`config.mk`:
```
export PLATFORM = sky130hd
export DESIGN_NAME = dp_diag_frame
export DESIGN_NICKNAME = d
export VERILOG_FILES = /design/src/core/dpdiag_pkg.sv /design/src/core/chan_mem.sv /design/src/core/dp_diag_frame.sv
export SDC_FILE = /design/constraint.sdc
export NUM_CORES = 2
export LEC_CHECK = 0
export ABC_AREA = 1
export BUFFER_PORTS_ARGS = -buffer_cell sky130_fd_sc_hd__buf_2
export CAP_MARGIN = 20
export CORE_MARGIN = 2
export CORE_UTILIZATION = 44
export CTS_BUF_LIST = sky130_fd_sc_hd__clkbuf_16
export DETAILED_ROUTE_END_ITERATION = 10
export GPL_ROUTABILITY_DRIVEN = 0
export PLACE_DENSITY = 0.57
export SYNTH_ARGS = -nofsm -noshare
export SYNTH_HDL_FRONTEND = slang
export SYNTH_SLANG_ARGS = --single-unit
```
`constraint.sdc`:
```
create_clock -name CLK -period 3.9 [get_ports CLK]
set_input_delay 0.78 -clock CLK [delete_from_list [all_inputs] [get_ports CLK]]
set_output_delay 0.78 -clock CLK [all_outputs]
set_load 0.005 [all_outputs]
```
`src/core/dpdiag_pkg.sv`:
```
/*
  constants for the slave diagnostic frame builder: register map,
  field positions, frame layout, section codes.
  assumes a 32-bit word-aligned register bus with byte addresses.
*/
package dpdiag_pkg;
  // =====================================================
  // register map (byte addresses)
  localparam logic [8:0] CTRL_OFF = 9'h000;
  localparam logic [8:0] ENABLE_OFF = 9'h004;
  localparam logic [8:0] COUNT_OFF = 9'h008;
  localparam logic [8:0] STATUS_OFF = 9'h00c;
  localparam logic [8:0] PACK_OFF = 9'h010;
  localparam logic [8:0] SLOT_OFF = 9'h020;
  localparam logic [8:0] SUBM_OFF = 9'h030;
  localparam logic [8:0] DEV_OFF = 9'h040;
  localparam logic [8:0] CHAN_OFF = 9'h100;
  localparam logic [31:0] REG_RST = 32'h0000_0000;
  // =====================================================
  // control, enable, count and status word fields
  localparam int CTRL_PERR = 5;
  localparam int CTRL_REPARAM = 6;
  localparam int CTRL_WDOG = 7;
  localparam int CTRL_FREEZE = 8;
  localparam int CTRL_SYNC = 9;
  localparam int CTRL_PDONE = 10;
  localparam int CTRL_ADDR_LSB = 16;
  localparam int EN_IDENT = 4;
  localparam int EN_SUBM = 5;
  localparam int EN_CHAN = 6;
  localparam int COUNT_DEV_LSB = 8;
  localparam int ST_BUSY = 0;
  localparam int ST_PERR = 1;
  localparam int ST_OVF = 2;
  localparam int ST_OFS_LSB = 4;
  localparam int ST_USED_LSB = 16;
  // =====================================================
  // device block kinds, submodule states, packing widths
  localparam logic [1:0] DEV_NONE = 2'h0;
  localparam logic [1:0] DEV_DIAG = 2'h1;
  localparam logic [1:0] DEV_PROC = 2'h2;
  localparam logic [1:0] SM_OK = 2'h0;
  localparam logic [1:0] SM_ERR = 2'h1;
  localparam logic [1:0] SM_WRONG = 2'h2;
  localparam logic [1:0] SM_MISSING = 2'h3;
  localparam logic [1:0] W_NONE = 2'h0;
  localparam logic [1:0] W_2 = 2'h1;
  localparam logic [1:0] W_4 = 2'h2;
  localparam logic [4:0] PACK_BITS = 5'h08;
  // =====================================================
  // frame layout
  localparam logic [4:0] BASIC_LEN = 5'h06;
  localparam logic [4:0] IDENT_LEN = 5'h09;
  localparam logic [4:0] SUBM_LEN = 5'h14;
  localparam logic [4:0] CHAN_LEN = 5'h03;
  localparam logic [4:0] DEV_DIAG_LEN = 5'h0c;
  localparam logic [4:0] DEV_PROC_LEN = 5'h08;
  localparam logic [6:0] CHAN_MAX = 7'h40;
  localparam logic [7:0] IDENT_HDR = 8'h49;
  localparam logic [7:0] SUBM_HDR = 8'h14;
  localparam logic [7:0] SUBM_TYPE = 8'h82;
  localparam logic [7:0] ADDR_UNSET = 8'hff;
  localparam logic [9:0] POS_IDENT = 10'h006;
  localparam logic [9:0] POS_SUBM = 10'h00f;
  localparam logic [9:0] POS_CHAN = 10'h023;
  typedef enum logic [2:0] {
    S_IDLE = 3'b000, S_BASIC = 3'b001, S_IDENT = 3'b011, S_SUBM = 3'b010,
    S_FETCH = 3'b110, S_CHAN = 3'b111, S_DEV = 3'b101
  } sec_type;
endpackage : dpdiag_pkg

```
`src/core/chan_mem.sv`:
```
/*
  channel entry store: one write port, one read port, read data registered.
  assumes both ports on the same clock; no reset on contents.
*/
`timescale 1ns/1ps
module chan_mem #(
  parameter int DEPTH = 64,
  parameter int WIDTH = 24,
  parameter int AW = 6
) (
  input wire logic clk,
  input wire logic wr_en,
  input wire logic [AW-1:0] wr_addr,
  input wire logic [WIDTH-1:0] wr_data,
  input wire logic [AW-1:0] rd_addr,
  output logic [WIDTH-1:0] rd_data
);
  logic [WIDTH-1:0] mem_r [DEPTH];

  always_ff @(posedge clk) begin
    if (wr_en) begin
      mem_r[wr_addr] <= wr_data;
    end
  end

  always_ff @(posedge clk) begin
    rd_data <= mem_r[rd_addr];
  end
endmodule : chan_mem

```
`src/core/dp_diag_frame.sv`:
```
/*
  diagnostic frame builder with avalon-mm register slave and packing checker.
  assumes FRAME_REQ and FRAME_READY come from logic on CLK; one clock domain.
*/
// Design decisions made here: the Avalon-MM interface to the registers and the register offsets.
// Function
// - first packed module starts at bit 0; later ones take next free bits
// - packing allowed only for digital modules of 2 or 4 bits
// - packed group needing more than eight bits flags parameter error
// - partly filled packed byte accepted; unused bits carry no data
// - frame opens with six status bytes, then only enabled blocks
// - submodule status block is twenty bytes at frame bytes 15 to 34
// - channel entries start at byte 35, zero to 64 of three bytes
// - at most one closing device block: twelve or eight bytes
// - status byte 0 flags; bits 5 and 7 zero
// - status byte 1 flags, bit 2 one; bits 1, 6, 7 zero
// - status byte 2 zero except overflow bit 7
// - byte 3 all ones until parameterized, then master address
// - bytes 4 and 5 carry fixed manufacturer code
// - one error bit per slot 1..64 at byte 7+(n-1)/8
// - identifier block at byte 6, nine bytes, header code 01 length 9
// - identifier block presence set by a master parameter
// - parameter byte 6 bits 4,5,6 enable the optional blocks
// - slot state 00 ok, 01 error, 10 wrong type, 11 missing
`timescale 1ns/1ps
module dp_diag_frame #(
  parameter logic [15:0] MFR_ID = 16'h1234 // arbitrary value
) (
  input wire logic CLK,
  input wire logic RESET,
  input wire logic [8:0] ADDRESS,
  input wire logic READ,
  input wire logic WRITE,
  input wire logic [31:0] WRITEDATA,
  input wire logic [3:0] BYTEENABLE,
  output logic [31:0] READDATA,
  output logic WAITREQUEST,
  input wire logic FRAME_REQ,
  input wire logic FRAME_READY,
  output logic [7:0] FRAME_DATA,
  output logic FRAME_VALID,
  output logic FRAME_LAST
);
  // =====================================================
  // bus slave
  logic wait_r;
  logic wr_acc;
  logic [31:0] ctrl_r, pack_r, rd_mux;
  logic [7:0] en_r;
  logic [6:0] count_r, nch;
  logic [1:0] devtype_r;
  logic [63:0] slot_r, ident_bits;
  logic [127:0] subm_r;
  logic [95:0] dev_r;
  logic pack_err_r, ovf;
  logic [11:0] ofs_r;
  logic [7:0] used_r;
  dpdiag_pkg::sec_type sec_r, sec_nxt, out_sec_r;
  logic [4:0] idx_r, idx_nxt, im1, im4;
  logic [5:0] ent_r, ent_nxt;
  logic last_nxt, load;
  logic [7:0] cur_byte;
  logic [23:0] ch_data;

  function automatic logic [31:0] merge(input logic [31:0] old, input logic [31:0] wd,
                                        input logic [3:0] be);
    for (int b = 0; b < 4; b++) begin
      if (be[b]) old[8*b +: 8] = wd[8*b +: 8];
    end
    return old;
  endfunction : merge

  // waitrequest drops one cycle after a request appears
  always_ff @(posedge CLK) begin
    if (RESET) wait_r <= 1'b1;
    else if ((READ || WRITE) && wait_r) wait_r <= 1'b0;
    else wait_r <= 1'b1;
  end
  assign WAITREQUEST = wait_r;
  assign wr_acc = WRITE && !wait_r;

  always_ff @(posedge CLK) begin
    if (RESET) begin
      ctrl_r <= dpdiag_pkg::REG_RST;
      en_r <= dpdiag_pkg::REG_RST[7:0];
      count_r <= dpdiag_pkg::REG_RST[6:0];
      devtype_r <= dpdiag_pkg::DEV_NONE;
      pack_r <= dpdiag_pkg::REG_RST;
    end else if (wr_acc) begin
      if (ADDRESS[8:2] == dpdiag_pkg::CTRL_OFF[8:2]) begin
        ctrl_r <= merge(ctrl_r, WRITEDATA, BYTEENABLE);
      end
      if (ADDRESS[8:2] == dpdiag_pkg::ENABLE_OFF[8:2] && BYTEENABLE[0]) begin
        en_r <= WRITEDATA[7:0];
      end
      if (ADDRESS[8:2] == dpdiag_pkg::COUNT_OFF[8:2]) begin
        if (BYTEENABLE[0]) count_r <= WRITEDATA[6:0];
        if (BYTEENABLE[1]) devtype_r <= WRITEDATA[dpdiag_pkg::COUNT_DEV_LSB +: 2];
      end
      if (ADDRESS[8:2] == dpdiag_pkg::PACK_OFF[8:2]) begin
        pack_r <= merge(pack_r, WRITEDATA, BYTEENABLE);
      end
    end
  end

  always_ff @(posedge CLK) begin
    if (RESET) begin
      slot_r <= '0;
      subm_r <= '0;
      dev_r <= '0;
    end else if (wr_acc) begin
      if (ADDRESS[8:3] == dpdiag_pkg::SLOT_OFF[8:3]) begin
        slot_r[{ADDRESS[2], 5'h00} +: 32] <=
          merge(slot_r[{ADDRESS[2], 5'h00} +: 32], WRITEDATA, BYTEENABLE);
      end
      if (ADDRESS[8:4] == dpdiag_pkg::SUBM_OFF[8:4]) begin
        subm_r[{ADDRESS[3:2], 5'h00} +: 32] <=
          merge(subm_r[{ADDRESS[3:2], 5'h00} +: 32], WRITEDATA, BYTEENABLE);
      end
      if (ADDRESS[8:4] == dpdiag_pkg::DEV_OFF[8:4] && ADDRESS[3:2] != 2'h3) begin
        dev_r[{ADDRESS[3:2], 5'h00} +: 32] <=
          merge(dev_r[{ADDRESS[3:2], 5'h00} +: 32], WRITEDATA, BYTEENABLE);
      end
    end
  end

  always_comb begin
    rd_mux = 32'h0000_0000;
    case (ADDRESS[8:2])
      dpdiag_pkg::CTRL_OFF[8:2]: rd_mux = ctrl_r;
      dpdiag_pkg::ENABLE_OFF[8:2]: rd_mux = {24'h000000, en_r};
      dpdiag_pkg::COUNT_OFF[8:2]: rd_mux = {22'h000000, devtype_r, 1'b0, count_r};
      dpdiag_pkg::STATUS_OFF[8:2]: rd_mux = {8'h00, used_r, ofs_r, 1'b0, ovf, pack_err_r,
                                             sec_r != dpdiag_pkg::S_IDLE};
      dpdiag_pkg::PACK_OFF[8:2]: rd_mux = pack_r;
      dpdiag_pkg::SLOT_OFF[8:2]: rd_mux = slot_r[31:0];
      dpdiag_pkg::SLOT_OFF[8:2] + 7'h01: rd_mux = slot_r[63:32];
      default: rd_mux = 32'h0000_0000; // unmapped and channel store read zero
    endcase
  end

  // read data captured while waitrequest is still high
  always_ff @(posedge CLK) begin
    if (RESET) READDATA <= 32'h0000_0000;
    else if (READ && wait_r) READDATA <= rd_mux;
  end

  // =====================================================
  // packing checker
  always_ff @(posedge CLK) begin
    logic [4:0] sum;
    logic [4:0] w;
    logic bad;
    logic dir0;
    logic seen;
    logic [15:0] mask;
    sum = 5'h00;
    bad = 1'b0;
    dir0 = 1'b0;
    seen = 1'b0;
    mask = 16'h0000;
    if (RESET) begin
      pack_err_r <= 1'b0;
      ofs_r <= 12'h000;
      used_r <= 8'h00;
    end else begin
      for (int k = 0; k < 4; k++) begin
        w = (pack_r[4*k +: 2] == dpdiag_pkg::W_2) ? 5'h02 :
            (pack_r[4*k +: 2] == dpdiag_pkg::W_4) ? 5'h04 : 5'h00;
        if (pack_r[4*k +: 2] != dpdiag_pkg::W_NONE) begin
          if (w == 5'h00 || !pack_r[4*k+3]) bad = 1'b1;
          if (seen && pack_r[4*k+2] != dir0) bad = 1'b1;
          if (!seen) dir0 = pack_r[4*k+2];
          seen = 1'b1;
          mask = mask | (((16'h0001 << w) - 16'h0001) << sum);
        end
        ofs_r[3*k +: 3] <= sum[2:0];
        sum = sum + w;
      end
      pack_err_r <= bad || (sum > dpdiag_pkg::PACK_BITS);
      used_r <= mask[7:0];
    end
  end

  // =====================================================
  // frame source data
  assign nch = (count_r > dpdiag_pkg::CHAN_MAX) ? dpdiag_pkg::CHAN_MAX : count_r;
  assign ovf = count_r > dpdiag_pkg::CHAN_MAX;
  assign im1 = idx_r - 5'h01;
  assign im4 = idx_r - 5'h04;

  always_comb begin
    for (int n = 0; n < 64; n++) begin
      ident_bits[n] = slot_r[n] || (subm_r[2*n +: 2] == dpdiag_pkg::SM_ERR);
    end
  end

  chan_mem #(.DEPTH(64), .WIDTH(24), .AW(6)) u_chan (
    .clk(CLK),
    .wr_en(wr_acc && ADDRESS[8]),
    .wr_addr(ADDRESS[7:2]),
    .wr_data(WRITEDATA[23:0]),
    .rd_addr(ent_r),
    .rd_data(ch_data)
  );

  function automatic logic [4:0] sec_len(input dpdiag_pkg::sec_type s, input logic [1:0] dt);
    case (s)
      dpdiag_pkg::S_BASIC: return dpdiag_pkg::BASIC_LEN;
      dpdiag_pkg::S_IDENT: return dpdiag_pkg::IDENT_LEN;
      dpdiag_pkg::S_SUBM: return dpdiag_pkg::SUBM_LEN;
      dpdiag_pkg::S_CHAN: return dpdiag_pkg::CHAN_LEN;
      dpdiag_pkg::S_DEV: return (dt == dpdiag_pkg::DEV_DIAG) ? dpdiag_pkg::DEV_DIAG_LEN :
                                dpdiag_pkg::DEV_PROC_LEN;
      default: return 5'h01;
    endcase
  endfunction : sec_len

  // disabled blocks are skipped so the next enabled one follows directly
  function automatic dpdiag_pkg::sec_type after(input dpdiag_pkg::sec_type s);
    after = dpdiag_pkg::S_IDLE;
    if (s == dpdiag_pkg::S_BASIC && en_r[dpdiag_pkg::EN_IDENT]) after = dpdiag_pkg::S_IDENT;
    else if ((s == dpdiag_pkg::S_BASIC || s == dpdiag_pkg::S_IDENT) &&
             en_r[dpdiag_pkg::EN_SUBM]) after = dpdiag_pkg::S_SUBM;
    else if ((s == dpdiag_pkg::S_BASIC || s == dpdiag_pkg::S_IDENT ||
              s == dpdiag_pkg::S_SUBM) && en_r[dpdiag_pkg::EN_CHAN] && nch != 7'h00) begin
      after = dpdiag_pkg::S_FETCH;
    end
    else if (s != dpdiag_pkg::S_DEV && devtype_r != dpdiag_pkg::DEV_NONE) begin
      after = dpdiag_pkg::S_DEV;
    end
  endfunction : after

  always_comb begin
    cur_byte = 8'h00;
    case (sec_r)
      dpdiag_pkg::S_BASIC: begin
        case (idx_r)
          5'h00: cur_byte = {1'b0, ctrl_r[dpdiag_pkg::CTRL_PERR] || pack_err_r, 1'b0,
                             ctrl_r[4:0]};
          5'h01: cur_byte = {2'b00, ctrl_r[dpdiag_pkg::CTRL_SYNC],
                             ctrl_r[dpdiag_pkg::CTRL_FREEZE], ctrl_r[dpdiag_pkg::CTRL_WDOG],
                             1'b1, 1'b0, ctrl_r[dpdiag_pkg::CTRL_REPARAM]};
          5'h02: cur_byte = {ovf, 7'h00};
          5'h03: cur_byte = ctrl_r[dpdiag_pkg::CTRL_PDONE] ?
                            ctrl_r[dpdiag_pkg::CTRL_ADDR_LSB +: 8] :
                            dpdiag_pkg::ADDR_UNSET;
          5'h04: cur_byte = MFR_ID[15:8];
          default: cur_byte = MFR_ID[7:0];
        endcase
      end
      dpdiag_pkg::S_IDENT: cur_byte = (idx_r == 5'h00) ? dpdiag_pkg::IDENT_HDR :
                                      ident_bits[{im1[2:0], 3'b000} +: 8];
      dpdiag_pkg::S_SUBM: begin
        case (idx_r)
          5'h00: cur_byte = dpdiag_pkg::SUBM_HDR;
          5'h01: cur_byte = dpdiag_pkg::SUBM_TYPE;
          5'h02, 5'h03: cur_byte = 8'h00;
          default: cur_byte = subm_r[{im4[3:0], 3'b000} +: 8];
        endcase
      end
      dpdiag_pkg::S_CHAN: begin
        case (idx_r)
          5'h00: cur_byte = ch_data[23:16];
          5'h01: cur_byte = ch_data[15:8];
          default: cur_byte = ch_data[7:0];
        endcase
      end
      dpdiag_pkg::S_DEV: cur_byte = dev_r[{idx_r[3:0], 3'b000} +: 8];
      default: cur_byte = 8'h00;
    endcase
  end

  // =====================================================
  // frame sequencer
  assign load = (sec_r != dpdiag_pkg::S_IDLE) && (sec_r != dpdiag_pkg::S_FETCH) &&
                (!FRAME_VALID || FRAME_READY);

  always_comb begin
    sec_nxt = sec_r;
    idx_nxt = idx_r;
    ent_nxt = ent_r;
    last_nxt = 1'b0;
    case (sec_r)
      dpdiag_pkg::S_IDLE: begin
        if (FRAME_REQ) begin
          sec_nxt = dpdiag_pkg::S_BASIC;
          idx_nxt = 5'h00;
          ent_nxt = 6'h00;
        end
      end
      dpdiag_pkg::S_FETCH: sec_nxt = dpdiag_pkg::S_CHAN; // store read settles here
      dpdiag_pkg::S_BASIC, dpdiag_pkg::S_IDENT, dpdiag_pkg::S_SUBM,
      dpdiag_pkg::S_CHAN, dpdiag_pkg::S_DEV: begin
        if (load) begin
          idx_nxt = idx_r + 5'h01;
          if (idx_r == sec_len(sec_r, devtype_r) - 5'h01) begin
            idx_nxt = 5'h00;
            if (sec_r == dpdiag_pkg::S_CHAN && {1'b0, ent_r} != nch - 7'h01) begin
              ent_nxt = ent_r + 6'h01;
              sec_nxt = dpdiag_pkg::S_FETCH;
            end else begin
              sec_nxt = after(sec_r);
              last_nxt = (sec_nxt == dpdiag_pkg::S_IDLE);
            end
          end
        end
      end
      default: sec_nxt = dpdiag_pkg::S_IDLE;
    endcase
  end

  always_ff @(posedge CLK) begin
    if (RESET) begin
      sec_r <= dpdiag_pkg::S_IDLE;
      idx_r <= 5'h00;
      ent_r <= 6'h00;
    end else begin
      sec_r <= sec_nxt;
      idx_r <= idx_nxt;
      ent_r <= ent_nxt;
    end
  end

  always_ff @(posedge CLK) begin
    if (RESET) begin
      FRAME_DATA <= 8'h00;
      FRAME_VALID <= 1'b0;
      FRAME_LAST <= 1'b0;
      out_sec_r <= dpdiag_pkg::S_IDLE;
    end else if (load) begin
      FRAME_DATA <= cur_byte;
      FRAME_VALID <= 1'b1;
      FRAME_LAST <= last_nxt;
      out_sec_r <= sec_r;
    end else if (FRAME_READY) begin
      FRAME_VALID <= 1'b0;
      FRAME_LAST <= 1'b0;
    end
  end

  // =====================================================
  // checks
  logic [9:0] pos_r;
  always_ff @(posedge CLK) begin
    if (RESET) pos_r <= 10'h000;
    else if (FRAME_VALID && FRAME_READY) pos_r <= FRAME_LAST ? 10'h000 : pos_r + 10'h001;
  end
endmodule : dp_diag_frame

```
==> results.ini <==
[outcome]
status = finished, final reports clean

[detailed_routing]
dr.pass1.iters = 7
routed_via_density = 5.921
drt_iter0_markers = 8267
drc = 0
routed_wl_mm = 287.0
vias = 65260
drt.antenna.violating_nets = 0
post_drt_wl_per_cell_um = 26.04

[critical_path]
crit_fanout = 9
start_kind = register
required_ns = 4.61
path_class = register to register
critPathArrivalTime_ns = 4.21
slowest_delay_ns = 0.57
endpoint_kind = register
crit_path_top_delay_cell = fa_1
path_cells = inv_1, ha_1, ha_1, fa_1, clkinv_1, fa_1, inv_1, ha_1, nand2_1, inv_1, o21ai_0, nor2_1, nor2_1, nand3_1, nor2_1, a21oi_1

[cts]
cts.path.max_buffers = 3
h-tree-depth = 4
numCtsBuffers = 207
ctsResizeCount = 0
worstSkewPairLatency_ns = 0.86
cts_num_sinks = 2000
post-cts-setup-buffers = 0
cts_root_buf = clkbuf_16
tritoncts = built
clkTransAtPathRegs_ns = 0.06
ctsHoldBuffers = 0

[flow_run]
drv_cap = 0

[synthesis]
synth_xor_area_share_pct = 0.1139
synth_cells = 8315
synth_top_family_by_area = simple AND/OR/NAND/NOR gates
syn_area_um2 = 84610
synth_seq_cells = 2000
syn_nets = 8407
synth.largest_area_cell = edfxtp_1
synth_compound_area_share_pct = 14.88
synth.mux.area_fraction_pct = 0
avgSynthCellArea_um2 = 10.18
synthFlopType = edfxtp_1
synth-async-reset-ratio_pct = 0
synth_top_area_share_pct = 54.51
ys_types = 43
synth_edf_count = 1536
synth.area.top_cells = edfxtp_1 (55%), dfxtp_1 (11%), o21ai_0 (7.1%)
synthAdderAreaFrac_pct = 0.6329
ys.warnings.count = 0
ys_seq_area_share_pct = 65.49
synthSimpleGateAreaFrac_pct = 14.99

[power]
leakage_nw = 32.04
peakVddDrop_uv = 527.5
power_density_nw_per_um2 = 545.6

[grt]
antenna_found_initial = 16
grt_pass1_vias = 60100
grt_first_pass_wirelength_mm = 413.3
grt_start_max_net_pins = 213
grt_usage_pct = 28.40
overflow = 0

[timing]
rsz0062_at_grt = no
worst_pin_slew_ns = 1.156
slew_viol_final = 0
whs_ns = 0.1411
post-route-period-util_pct = 89.54
fin_crit_ns = 3.492
setup_viol = 0
hold_viol = 0
skew_ns = 0.05645
final.setup.tns_ns = 0
fmax_mhz = 286.4
relSlewSlack_pct = 22.33

[floorplan]
die_height_um = 442.5
die_w_um = 442.5
rows = 160
die_area_um2 = 195800
initial_utilization_pct = 44.40
core_um2 = 190600
io_pins = 94

[place]
io_buffers = 91
placed_area_um2 = 89450
dpl.hpwl_mm = 174.3

[final_layout]
layout_commonest_cell = edfxtp_1
fillers = 17080
syn2layout_area_growth_pct = 13.24
final_nets = 8423
final_cell_mix = edfxtp_1 (1,536), nand2_1 (1,358), o21ai_0 (1,205)
fin_area_um2 = 95820
drive_gt1_share_pct = 9.018

[worst_hold_path]
hold_path_class = input port to register

==> path summary, 6_finish.rpt <==
check / from / end / slack [ns] / depth (start not counted)
max: pack_r[1]$_SDFFE_PP0P_ / pack_err_r$_SDFF_PP0_ / 0.41 / 16
min: READ / WAITREQUEST$_SDFF_PP1_ / 0.14 / 2
max reg2reg: pack_r[1]$_SDFFE_PP0P_ / pack_err_r$_SDFF_PP0_ / 0.41 / 16
min reg2reg: ctrl_r[31]$_SDFFE_PP0P_ / ctrl_r[31]$_SDFFE_PP0P_ / 0.45 / 2
==> routing by layer <==
metal | track usage [%] | routed length (µm) | up-vias
met5 | 0 | 17 | -
met2 | 43.62 | 128700 | 3165
met4 | 13.17 | 14530 | 2
met1 | 39.84 | 119100 | 31820
met3 | 4.148 | 24580 | 574
li1 | - | - | 29700
==> cell type report <==
cell class	instances	area (µm²)	area share, %
Tap cell	2511	3142	3.279
Sequential cell	2000	55430	57.85
Clock buffer	210	5255	5.484
Timing Repair Buffer	385	3719	3.881
Antenna cell	6	15.01	0.01567
Multi-Input combinational cell	5462	26100	27.24
Clock inverter	173	1099	1.146
Inverter	275	1060	1.106
==> metrics by stage <==
step | utilization (%) | power [W] | setup slack, ns | instances
after floorplan | - | 0.02993 | 0.5070 | 8315
final | 50.28 | 0.05228 | 0.4081 | 11020
after CTS | 50.27 | 0.05233 | 0.4282 | 11020
after detailed placement | 46.93 | 0.03391 | 0.4314 | 10630
after global placement | 46.93 | 0.03380 | 0.3815 | 10630
after global routing | 50.27 | 0.05419 | 0.2058 | 11020
==> state kept, by name, indices dropped and copies added (netlist names), 2 cells and up <==
| name | cells |
|---|---|
| subm_r | 128 |
| sec_r | 3 |
| ctrl_r | 32 |
| ofs_r | 6 |
| slot_r | 64 |
| u_chan.rd_data | 24 |
| devtype_r | 2 |
| count_r | 7 |
| dev_r | 96 |
| pack_r | 32 |
| FRAME_DATA | 8 |
| u_chan.mem_r | 1536 |
| ent_r | 6 |
| en_r | 8 |
| used_r | 7 |
| READDATA | 32 |
| idx_r | 5 |
==> power by group <==
part           switching, W  internal (W)
clock               0.00852        0.0101
sequential         0.000148        0.0231
combinational       0.00767       0.00278
==> logic make-up (layout without fill, tap and decap cells) <==
kind of cell | after synthesis | in the layout
simple gates | 3145 | 3145
fa+ha+maj | 41 | 41
compound gates | 2265 | 2265
xor+xnor | 11 | 11
buf+inv | 853 | 1043
flops | 2000 | 2000
other cells | 0 | 6
==> cell usage after synthesis, types with 91 or more instances <==
master and count:
nor2_1 1225, nand3_1 450, a21oi_1 510, dfxtp_1 464
o221ai_1 194, o22ai_1 250, o21ai_0 1205, inv_1 258
nand2_1 1358, clkbuf_1 450, nand4_1 91, edfxtp_1 1536
==> critical path: cells and delay by family (launching register included) <==
kind,cells,cell delay (ns)
buf+inv,4,0.35
fa+ha+maj,5,1.93
compound gates,2,0.27
flops,1,0.36
simple gates,5,0.45
Note: power is estimated with default switching activity, not from simulation.
